`src/iodr_pkg.sv`:
```
// Purpose: Shared constants for the inertial output register block.
// Assumes: 40 MHz system clock, 16-bit register words, byte addressing.
// Notes:   Register offsets are byte addresses; a word index is offset / 2.
package iodr_pkg;

  // ************************************************************
  // Register map
  // ************************************************************
  localparam logic [6:0] OFS_ACCEL_X_LOW   = 7'h10;
  localparam logic [6:0] OFS_ACCEL_X_HIGH  = 7'h12;
  localparam logic [6:0] OFS_ACCEL_Y_LOW   = 7'h14;
  localparam logic [6:0] OFS_ACCEL_Y_HIGH  = 7'h16;
  localparam logic [6:0] OFS_ACCEL_Z_LOW   = 7'h18;
  localparam logic [6:0] OFS_ACCEL_Z_HIGH  = 7'h1a;
  localparam logic [6:0] OFS_TEMPERATURE   = 7'h1c;
  localparam logic [6:0] OFS_TIME_STAMP    = 7'h1e;
  localparam logic [6:0] OFS_UPDATE_COUNT  = 7'h22;
  localparam logic [6:0] OFS_DANGLE_X_LOW  = 7'h24;
  localparam logic [6:0] OFS_DANGLE_Y_LOW  = 7'h28;
  localparam logic [6:0] OFS_DANGLE_Z_LOW  = 7'h2c;
  localparam logic [6:0] OFS_DANGLE_STRIDE = 7'h04;
  localparam logic [6:0] OFS_HIGH_STEP     = 7'h02;

  // ************************************************************
  // Field layout and codes
  // ************************************************************
  localparam int          WORD_W           = 16;
  localparam int          MAP_WORDS        = 32;
  localparam int          IDX_W            = 5;
  localparam int          SAMPLE_W         = 32;
  localparam int          FRAME_BITS       = 16;
  localparam int          FRAME_ADDR_MSB   = 13;
  localparam int          FRAME_IDX_MSB    = 12;
  localparam int          FRAME_IDX_LSB    = 8;
  localparam logic [2:0]  SYNC_MODE_SCALED = 3'b010;
  localparam logic [15:0] COUNT_CLEAR      = 16'h0000;
  localparam logic [15:0] COUNT_MAX        = 16'hffff;

  // ************************************************************
  // Timing
  // ************************************************************
  localparam int CLK_KHZ          = 40000;
  localparam int TS_LSB_PS        = 49020000;
  localparam int TS_LSB_CYCLES    = int'((64'(TS_LSB_PS) * 64'(CLK_KHZ)) / 64'd1000000000);

  typedef logic [MAP_WORDS-1:0][WORD_W-1:0] iodr_map_type;

endpackage

```
`src/iodr_snapshot_mem.sv`:
```
// Purpose: Holds one coherent snapshot of all output register words.
// Assumes: All words are written together in one cycle.
// Notes:   Read data come from a register, one cycle after the index.
`timescale 1ns/1ps
module iodr_snapshot_mem
  import iodr_pkg::*;
#(
  parameter int WIDTH = 16,
  parameter int DEPTH = 32,
  parameter int AW    = 5
) (
  input  wire logic                   clk_i,
  input  wire logic                   nrst_i,
  input  wire logic                   ce_i,
  input  wire logic                   load_i,
  input  wire logic [DEPTH*WIDTH-1:0] load_data_i,
  input  wire logic [AW-1:0]          rd_idx_i,
  output logic      [WIDTH-1:0]       rd_data_o
);

  logic [DEPTH*WIDTH-1:0] words;
  logic [DEPTH*WIDTH-1:0] next_words;
  logic [WIDTH-1:0]       next_rd_data;

  always_comb begin
    next_words   = load_i ? load_data_i : words;
    next_rd_data = words[rd_idx_i*WIDTH +: WIDTH];
  end

  always_ff @(posedge clk_i) begin
    if (!nrst_i) begin
      words     <= '0;
      rd_data_o <= '0;
    end else if (ce_i) begin
      words     <= next_words;
      rd_data_o <= next_rd_data;
    end
  end

endmodule

```
`src/iodr_output_regs.sv`:
```
// Purpose: Output register set of an inertial unit with delta angle integration and serial read port.
// Assumes: Sensor samples arrive in the clk_i domain; serial pins and sync pin are asynchronous.
// Notes:   Serial frames are 16 bits; the word asked for in one frame returns in the next.
`timescale 1ns/1ps

module iodr_output_regs
  import iodr_pkg::*;
#(
  parameter int SW = SAMPLE_W
) (
  input  wire logic          clk_i,
  input  wire logic          nrst_i,
  input  wire logic          ce_i,
  input  wire logic          sample_valid_i,
  input  wire logic [SW-1:0] accel_x_i,
  input  wire logic [SW-1:0] accel_y_i,
  input  wire logic [SW-1:0] accel_z_i,
  input  wire logic [SW-1:0] gyro_x_i,
  input  wire logic [SW-1:0] gyro_y_i,
  input  wire logic [SW-1:0] gyro_z_i,
  input  wire logic [15:0]   temperature_i,
  input  wire logic [15:0]   decimation_value_i,
  input  wire logic [2:0]    sync_mode_i,
  input  wire logic          reset_command_i,
  input  wire logic          sync_pin_i,
  input  wire logic          sclk_i,
  input  wire logic          cs_n_i,
  input  wire logic          mosi_i,
  output logic               miso_o,
  output logic               data_ready_pin_o
);

  // ************************************************************
  // Pin synchronisers
  // ************************************************************
  logic [3:0] pin_meta;
  logic [3:0] pin_sync;
  logic [3:0] pin_last;
  logic [3:0] next_pin_last;

  always_comb begin
    next_pin_last = pin_sync;
  end

  always_ff @(posedge clk_i) begin
    if (!nrst_i) begin
      pin_meta <= 4'hf;
      pin_sync <= 4'hf;
      pin_last <= 4'hf;
    end else if (ce_i) begin
      pin_meta <= {sync_pin_i, sclk_i, cs_n_i, mosi_i};
      pin_sync <= pin_meta;
      pin_last <= next_pin_last;
    end
  end

  logic sync_edge;
  logic sclk_rise;
  logic sclk_fall;
  logic cs_fall;
  assign sync_edge = pin_sync[3] & ~pin_last[3];
  assign sclk_rise = pin_sync[2] & ~pin_last[2];
  assign sclk_fall = ~pin_sync[2] & pin_last[2];
  assign cs_fall   = ~pin_sync[1] & pin_last[1];

  // ************************************************************
  // Integration, time stamp and update control
  // ************************************************************
  function automatic logic [SW:0] pair_sum(input logic [SW:0] acc, input logic [SW-1:0] cur,
                                           input logic [SW-1:0] prev);
    pair_sum = acc + {cur[SW-1], cur} + {prev[SW-1], prev};
  endfunction

  function automatic logic [IDX_W-1:0] widx(input logic [6:0] ofs);
    widx = ofs[IDX_W:1];
  endfunction

  logic [2:0][SW:0]   acc, next_acc;
  logic [2:0][SW-1:0] prev, next_prev;
  logic [2:0][SW-1:0] gyro_now;
  logic [15:0]        samp_cnt, next_samp_cnt;
  logic [15:0]        upd_cnt, next_upd_cnt;
  logic [15:0]        ts_cnt, next_ts_cnt;
  logic [15:0]        ts_div, next_ts_div;
  logic               load, next_load;
  logic               dr, next_dr;
  iodr_map_type       snap, next_snap;

  assign gyro_now = {gyro_z_i, gyro_y_i, gyro_x_i};

  always_comb begin
    logic [2:0][SW:0] sum;
    logic [SW-1:0]    res;
    sum           = '0;
    res           = '0;
    next_acc      = acc;
    next_prev     = prev;
    next_samp_cnt = samp_cnt;
    next_upd_cnt  = upd_cnt;
    next_ts_cnt   = ts_cnt;
    next_ts_div   = ts_div;
    next_load     = 1'b0;
    // Data ready follows the memory load, so a host never reads the previous set after the pin rises.
    next_dr       = load;
    next_snap     = snap;
    // Time stamp restarts at every sync edge and saturates rather than wrap.
    if (sync_mode_i != SYNC_MODE_SCALED) begin
      next_ts_cnt = COUNT_CLEAR;
      next_ts_div = COUNT_CLEAR;
    end else if (sync_edge) begin
      next_ts_cnt = COUNT_CLEAR;
      next_ts_div = COUNT_CLEAR;
    end else if (ts_div == 16'(TS_LSB_CYCLES - 1)) begin
      next_ts_div = COUNT_CLEAR;
      if (ts_cnt != COUNT_MAX) begin
        next_ts_cnt = ts_cnt + 16'h0001;
      end
    end else begin
      next_ts_div = ts_div + 16'h0001;
    end
    if (sample_valid_i) begin
      for (int a = 0; a < 3; a++) begin
        sum[a] = pair_sum(acc[a], gyro_now[a], prev[a]);
      end
      next_prev = gyro_now;
      if (samp_cnt == decimation_value_i) begin
        next_samp_cnt = COUNT_CLEAR;
        next_acc      = '0;
        next_load     = 1'b1;
        next_upd_cnt  = upd_cnt + 16'h0001;
        next_snap[widx(OFS_ACCEL_X_LOW)]  = accel_x_i[15:0];
        next_snap[widx(OFS_ACCEL_X_HIGH)] = accel_x_i[31:16];
        next_snap[widx(OFS_ACCEL_Y_LOW)]  = accel_y_i[15:0];
        next_snap[widx(OFS_ACCEL_Y_HIGH)] = accel_y_i[31:16];
        next_snap[widx(OFS_ACCEL_Z_LOW)]  = accel_z_i[15:0];
        next_snap[widx(OFS_ACCEL_Z_HIGH)] = accel_z_i[31:16];
        next_snap[widx(OFS_TEMPERATURE)]  = temperature_i;
        next_snap[widx(OFS_TIME_STAMP)]   = ts_cnt;
        next_snap[widx(OFS_UPDATE_COUNT)] = next_upd_cnt;
        for (int a = 0; a < 3; a++) begin
          // Dropping the sum's LSB is the one-half factor; the sample rate is folded into the LSB weight.
          res = sum[a][SW:1];
          next_snap[widx(OFS_DANGLE_X_LOW + 7'(a) * OFS_DANGLE_STRIDE)] = res[15:0];
          next_snap[widx(OFS_DANGLE_X_LOW + 7'(a) * OFS_DANGLE_STRIDE + OFS_HIGH_STEP)] = res[31:16];
        end
      end else begin
        next_samp_cnt = samp_cnt + 16'h0001;
        next_acc      = sum;
      end
    end
    if (reset_command_i) begin
      next_upd_cnt  = COUNT_CLEAR;
      next_samp_cnt = COUNT_CLEAR;
      next_acc      = '0;
    end
  end

  always_ff @(posedge clk_i) begin
    if (!nrst_i) begin
      acc      <= '0;
      prev     <= '0;
      samp_cnt <= COUNT_CLEAR;
      upd_cnt  <= COUNT_CLEAR;
      ts_cnt   <= COUNT_CLEAR;
      ts_div   <= COUNT_CLEAR;
      load     <= 1'b0;
      dr       <= 1'b0;
      snap     <= '0;
    end else if (ce_i) begin
      acc      <= next_acc;
      prev     <= next_prev;
      samp_cnt <= next_samp_cnt;
      upd_cnt  <= next_upd_cnt;
      ts_cnt   <= next_ts_cnt;
      ts_div   <= next_ts_div;
      load     <= next_load;
      dr       <= next_dr;
      snap     <= next_snap;
    end
  end

  assign data_ready_pin_o = dr;

  // ************************************************************
  // Snapshot memory
  // ************************************************************
  logic [IDX_W-1:0]  rd_idx;
  logic [WORD_W-1:0] rd_data;

  iodr_snapshot_mem #(
    .WIDTH (WORD_W),
    .DEPTH (MAP_WORDS),
    .AW    (IDX_W)
  ) u_mem (
    .clk_i       (clk_i),
    .nrst_i      (nrst_i),
    .ce_i        (ce_i),
    .load_i      (load),
    .load_data_i (snap),
    .rd_idx_i    (rd_idx),
    .rd_data_o   (rd_data)
  );

  // ************************************************************
  // Serial read port
  // ************************************************************
  logic [15:0]      rx, next_rx;
  logic [15:0]      tx, next_tx;
  logic [4:0]       bit_cnt, next_bit_cnt;
  logic [IDX_W-1:0] next_rd_idx;
  logic             rd_hit, next_rd_hit;

  always_comb begin
    next_rx      = rx;
    next_tx      = tx;
    next_bit_cnt = bit_cnt;
    next_rd_idx  = rd_idx;
    next_rd_hit  = rd_hit;
    if (pin_sync[1]) begin
      next_bit_cnt = '0;
    end else if (cs_fall) begin
      // Addresses above the map answer zero instead of aliasing.
      next_tx      = rd_hit ? rd_data : '0;
      next_bit_cnt = '0;
    end else if (sclk_rise) begin
      next_rx      = {rx[14:0], pin_sync[0]};
      next_bit_cnt = bit_cnt + 5'h01;
      if (bit_cnt == 5'(FRAME_BITS - 1)) begin
        next_rd_idx = rx[FRAME_IDX_MSB:FRAME_IDX_LSB];
        next_rd_hit = ~rx[FRAME_ADDR_MSB];
      end
    end else if (sclk_fall) begin
      next_tx = {tx[14:0], 1'b0};
    end
  end

  always_ff @(posedge clk_i) begin
    if (!nrst_i) begin
      rx      <= '0;
      tx      <= '0;
      bit_cnt <= '0;
      rd_idx  <= '0;
      rd_hit  <= 1'b0;
    end else if (ce_i) begin
      rx      <= next_rx;
      tx      <= next_tx;
      bit_cnt <= next_bit_cnt;
      rd_idx  <= next_rd_idx;
      rd_hit  <= next_rd_hit;
    end
  end

  assign miso_o = tx[15];

endmodule

```
`config.mk`:
```
export PLATFORM = sky130hd
export DESIGN_NAME = iodr_output_regs
export DESIGN_NICKNAME = d
export VERILOG_FILES = /design/src/iodr_pkg.sv /design/src/iodr_snapshot_mem.sv /design/src/iodr_output_regs.sv
export SDC_FILE = /design/constraint.sdc
export NUM_CORES = 2
export LEC_CHECK = 0
export ABC_AREA = 1
export BUFFER_PORTS_ARGS = -buffer_cell sky130_fd_sc_hd__buf_2
export CAP_MARGIN = 20
export CORE_AREA = 4 4 260 389
export DETAILED_ROUTE_END_ITERATION = 8
export DIE_AREA = 0 0 264 393
export MAX_ROUTING_LAYER = met4
export PLACE_DENSITY = 0.61
export SETUP_SLACK_MARGIN = 0.5
export SYNTH_ARGS = -nofsm -noshare
export SYNTH_HDL_FRONTEND = slang
export SYNTH_SLANG_ARGS = --single-unit
```
`constraint.sdc`:
```
create_clock -name clk_i -period 3.5 [get_ports clk_i]
set_clock_uncertainty 0.1 [all_clocks]
set_input_delay 0.7 -clock clk_i [delete_from_list [all_inputs] [get_ports clk_i]]
set_output_delay 0.7 -clock clk_i [all_outputs]
set_load 0.02 [all_outputs]
```
==> impl_results.html <==
<table>
<tr><th>Metric</th><th>Value</th></tr>
<tr><th colspan="2">Run status</th></tr>
<tr><td>Run status</td><td>completed</td></tr>
<tr><th colspan="2">Drt</th></tr>
<tr><td>DRT antenna net count</td><td>0</td></tr>
<tr><td>Iteration-0 DRC count of the detailed router</td><td>2267</td></tr>
<tr><td>Routed vias/inst</td><td>5.02</td></tr>
<tr><td>First-pass detailed-route iteration total</td><td>6</td></tr>
<tr><td>Final WL</td><td>127 mm</td></tr>
<tr><td>Number of vias in the routed layout</td><td>between 30000 and 40000</td></tr>
<tr><td>DR DRC count</td><td>0</td></tr>
<tr><td>Routed wire length per instance</td><td>17.1 µm</td></tr>
<tr><th colspan="2">Clocking</th></tr>
<tr><td>Worst-Skew Late Latency</td><td>670 ps</td></tr>
<tr><td>TritonCTS clock tree</td><td>built</td></tr>
<tr><td>Htree depth</td><td>3</td></tr>
<tr><td>Post-CTS Setup Bufs</td><td>0</td></tr>
<tr><td>Clock buffer count from CTS</td><td>84</td></tr>
<tr><td>Root buffer cell</td><td>clkbuf_16</td></tr>
<tr><td>Clock Sinks</td><td>a little over 800</td></tr>
<tr><td>Maximum clock path buffer count</td><td>3</td></tr>
<tr><td>Clock transition at the registers of the reported paths</td><td>approximately 70 ps</td></tr>
<tr><th colspan="2">Cells and area</th></tr>
<tr><td>Design area</td><td>between 40000 and 50000 µm²</td></tr>
<tr><td>Number of nets at the end of the flow</td><td>approximately 6500</td></tr>
<tr><td>Layout-stage area growth over the synthesis result</td><td>13.3%</td></tr>
<tr><td>Fraction of layout instances using a drive strength above 1</td><td>8.02%</td></tr>
<tr><th colspan="2">Setup path</th></tr>
<tr><td>Startpoint of the lowest-slack register-to-register path</td><td>acc[48]$_SDFFE_PN0P_</td></tr>
<tr><td>Type of element launching the critical path</td><td>register</td></tr>
<tr><td>Worst reg-to-reg setup slack</td><td>660 ps</td></tr>
<tr><td>Worst-path maximum fanout</td><td>4</td></tr>
<tr><td>Type of the setup path with the least slack</td><td>reg2reg</td></tr>
<tr><td>Worst flop-to-flop path endpoint</td><td>acc[49]$_SDFFE_PN0P_</td></tr>
<tr><td>Critical path endpoint category</td><td>register</td></tr>
<tr><td>Required time at the endpoint of the critical path</td><td>3940 ps</td></tr>
<tr><td>Arrival time of the worst setup path</td><td>about 3300 ps</td></tr>
<tr><td>Register-to-Register Path Depth</td><td>12</td></tr>
<tr><th colspan="2">Synthesis</th></tr>
<tr><td>Area fraction in compound gates after synthesis</td><td>14.8%</td></tr>
<tr><td>Synth top cells by count</td><td>nor2_1, nand2_1, o21ai_0</td></tr>
<tr><td>Count of warnings emitted by yosys</td><td>0</td></tr>
<tr><td>Total of flip-flops plus latches after synthesis</td><td>809</td></tr>
<tr><td>Ranking of synthesized cells by area</td><td>dfxtp_1, nor2_1, nand2_1</td></tr>
<tr><td>Synth async-reset ratio</td><td>0%</td></tr>
<tr><td>Most area-hungry cell type in the Yosys netlist</td><td>dfxtp_1</td></tr>
<tr><td>Simple-gate portion of the synthesized area</td><td>a little over a quarter</td></tr>
<tr><td>Xor-xnor portion of the synthesized cell area</td><td>between 1.5 and 2%</td></tr>
<tr><td>Sequential share of the synthesized area</td><td>39.8%</td></tr>
<tr><td>Dominant cell by count in the synthesized netlist</td><td>nor2_1</td></tr>
<tr><td>Area of the mapped netlist</td><td>40700 µm²</td></tr>
<tr><td>Dominant synthesized flop cell</td><td>dfxtp_1</td></tr>
<tr><td>Syn nets</td><td>6408</td></tr>
<tr><td>Combinational family with the most area after synthesis</td><td>simple AND/OR/NAND/NOR gates</td></tr>
<tr><td>Netlist cell types</td><td>40</td></tr>
<tr><td>Yosys top cell area share</td><td>39.8%</td></tr>
<tr><td>Share of cell area taken by muxes after synthesis</td><td>0.0246%</td></tr>
<tr><td>Mean Syn Cell Area</td><td>6.82 µm²</td></tr>
<tr><td>Post-synthesis adder-cell area fraction</td><td>7.91%</td></tr>
<tr><td>Post-Syn Instances</td><td>5974</td></tr>
<tr><td>Number of enable flip-flop cells after synthesis</td><td>0</td></tr>
<tr><th colspan="2">Hold path</th></tr>
<tr><td>Start point of the worst hold path</td><td>accel_z_i[15]</td></tr>
<tr><td>Cell count of the worst hold path</td><td>3</td></tr>
<tr><td>Hold Crit Endpoint</td><td>snap[207]$_SDFFE_PN0P_</td></tr>
<tr><td>Worst hold-check path type</td><td>in2reg</td></tr>
<tr><th colspan="2">Global route</th></tr>
<tr><td>Number of global-route vias before repair</td><td>about 36000</td></tr>
<tr><td>Total overflow reported by the global router</td><td>0</td></tr>
<tr><td>Antenna violations before repair</td><td>3</td></tr>
<tr><td>First-pass GRT wire length</td><td>roughly 200 mm</td></tr>
<tr><td>Pin count of the biggest net entering global routing</td><td>161</td></tr>
<tr><td>Combined global-route utilization of all metal layers</td><td>24.5%</td></tr>
<tr><th colspan="2">STA</th></tr>
<tr><td>Final TNS setup</td><td>0 ps</td></tr>
<tr><td>Post-route clock period utilization</td><td>81.1%</td></tr>
<tr><td>Slew at the pin closest to its max-slew limit</td><td>1030 ps</td></tr>
<tr><td>Count of endpoints failing hold in the final timing report</td><td>0</td></tr>
<tr><td>Crit path time final</td><td>2840 ps</td></tr>
<tr><td>Worst max-slew margin expressed relative to the limit</td><td>31.6%</td></tr>
<tr><td>RSZ-0062 raised after global routing</td><td>yes</td></tr>
<tr><td>Achievable clock frequency</td><td>about 350 MHz</td></tr>
<tr><td>Final number of max-transition violations</td><td>0</td></tr>
<tr><td>Setup violations, final</td><td>0</td></tr>
<tr><th colspan="2">Power</th></tr>
<tr><td>P_leak</td><td>21.4 nW</td></tr>
<tr><td>Ratio of total power to cell area</td><td>a little under 500 nW/µm²</td></tr>
<tr><td>VDD IR-drop max</td><td>roughly 0.00041 V</td></tr>
<tr><th colspan="2">Floorplan</th></tr>
<tr><td>Die Ht</td><td>around 400 µm</td></tr>
<tr><td>Area of the core</td><td>98100 µm²</td></tr>
<tr><td>I/O pin total</td><td>between 200 and 250</td></tr>
<tr><td>DIE AREA</td><td>about 100000 µm²</td></tr>
<tr><td>Initial Utilization</td><td>41.5%</td></tr>
<tr><td>Number of placement rows</td><td>around 140</td></tr>
<tr><td>X dimension of the die</td><td>between 200 and 300 µm</td></tr>
<tr><th colspan="2">Flow run</th></tr>
<tr><td>Number of max-capacitance violations reported</td><td>0</td></tr>
<tr><th colspan="2">Placement</th></tr>
<tr><td>Sum of net half-perimeters after detailed placement</td><td>90.9 mm</td></tr>
<tr><td>Placer congestion estimate</td><td>0.936</td></tr>
<tr><td>Quantity of I/O buffers inserted on ports</td><td>237</td></tr>
<tr><td>Cell area after placement</td><td>43200 µm²</td></tr>
</table>
[final cells by class]
cell class | instances | area (µm²)
clock buffer | 114 | 2440
tap | 1287 | 1610
timing repair buffer | 317 | 2060
inverter | 573 | 2160
multi-input combinational | 4290 | 21200
clock inverter | 35 | 494
antenna | 3 | 7.51
sequential | 809 | 16200
fill | 10200 | 51900
[power by group]
group	switching [mW]	total, mW	internal [mW]
logic	2.40	3.60	1.21
clock network	3.95	9.64	5.69
registers	0.148	9.54	9.39
[worst max path at each step]
stage / start / endpoint / slack, ps / cells after the start
after floorplan: gyro_z_i[1] / snap[372]$_SDFFE_PN0P_ / 520 / 15
after global placement: gyro_y_i[1] / snap[340]$_SDFFE_PN0P_ / 40 / 16
after detailed placement: gyro_y_i[1] / acc[46]$_SDFFE_PN0P_ / 70 / 14
after CTS: acc[34]$_SDFFE_PN0P_ / acc[46]$_SDFFE_PN0P_ / 590 / 13
after global routing: acc[17]$_SDFFE_PN0P_ / snap[309]$_SDFFE_PN0P_ / 480 / 11
final: acc[48]$_SDFFE_PN0P_ / acc[49]$_SDFFE_PN0P_ / 660 / 12
[layout by cell type (no fill, tap or decap), drive strengths merged, types with 23 or more instances in the layout]
| master | n |
|---|---|
| a21oi | 206 |
| buf | 317 |
| clkbuf | 114 |
| dfxtp | 809 |
| fa | 99 |
| ha | 99 |
| inv | 574 |
| nand2 | 1106 |
| nand3 | 166 |
| nand4 | 26 |
| nor2 | 1474 |
| nor3 | 57 |
| o21a | 45 |
| o21ai | 826 |
| o22ai | 35 |
| xnor2 | 23 |
| xor2 | 62 |
[logic make-up (layout without fill, tap and decap cells)]
| logic type | after synthesis | in the layout |
|---|---|---|
| adders and majority gates | 198 | 198 |
| xor gates and xnor gates | 85 | 85 |
| other | 0 | 3 |
| and+or+nand+nor | 2853 | 2853 |
| muxes | 1 | 1 |
| DFF | 809 | 809 |
| AOI/OAI and AO/OA | 1153 | 1153 |
| buffers and inverters | 875 | 1039 |
[critical path, stage by stage, from the launching register on]
cell	delay (ps)
dfxtp_1	450
fa_1	460
ha_1	400
nand2_1	160
nor2_1	60
buf_4	150
and2_1	170
nand2_1	60
nand2_1	110
xnor2_1	310
nor2_1	130
nor2_1	110
nor2_1	40
[timing repair]
action                     in CTS  in global routing
hold buffers                    0                  0
setup endpoints to repair       0                 43
resized for setup               0                 13
[stage by stage]
step | utilization [%] | hold WS [ps] | power [mW] | setup slack, ps | cells
final | 47.1 | 160 | 22.8 | 660 | 7428
after global routing | 47.1 | 160 | 23.8 | 479 | 7428
after CTS | 47.0 | 118 | 23.0 | 589 | 7425
after detailed placement | 44.0 | 349 | 13.3 | 72.1 | 7276
after global placement | 44.0 | 341 | 13.3 | 39.0 | 7276
after floorplan | - | 329 | 12.0 | 522 | 5974
[flip-flops by register name, summed over array words and instances, names as in the netlist, 14 cells and up]
name,cells
prev,96
ts_cnt,16
u_mem.words,240
u_mem.rd_data_o,16
acc,99
rx,14
samp_cnt,16
ts_div,16
snap,240
tx,16
upd_cnt,16
[layer usage]
metal	up-vias	global-route usage (%)	share of wire [%]
met4	0	8.76	3.5
li1	19100	-	-
met2	728	43.0	49
met5	-	-	0
met3	180	2.47	3.8
met1	17300	29.5	43
No activity file was read; power rests on OpenSTA's default activity.
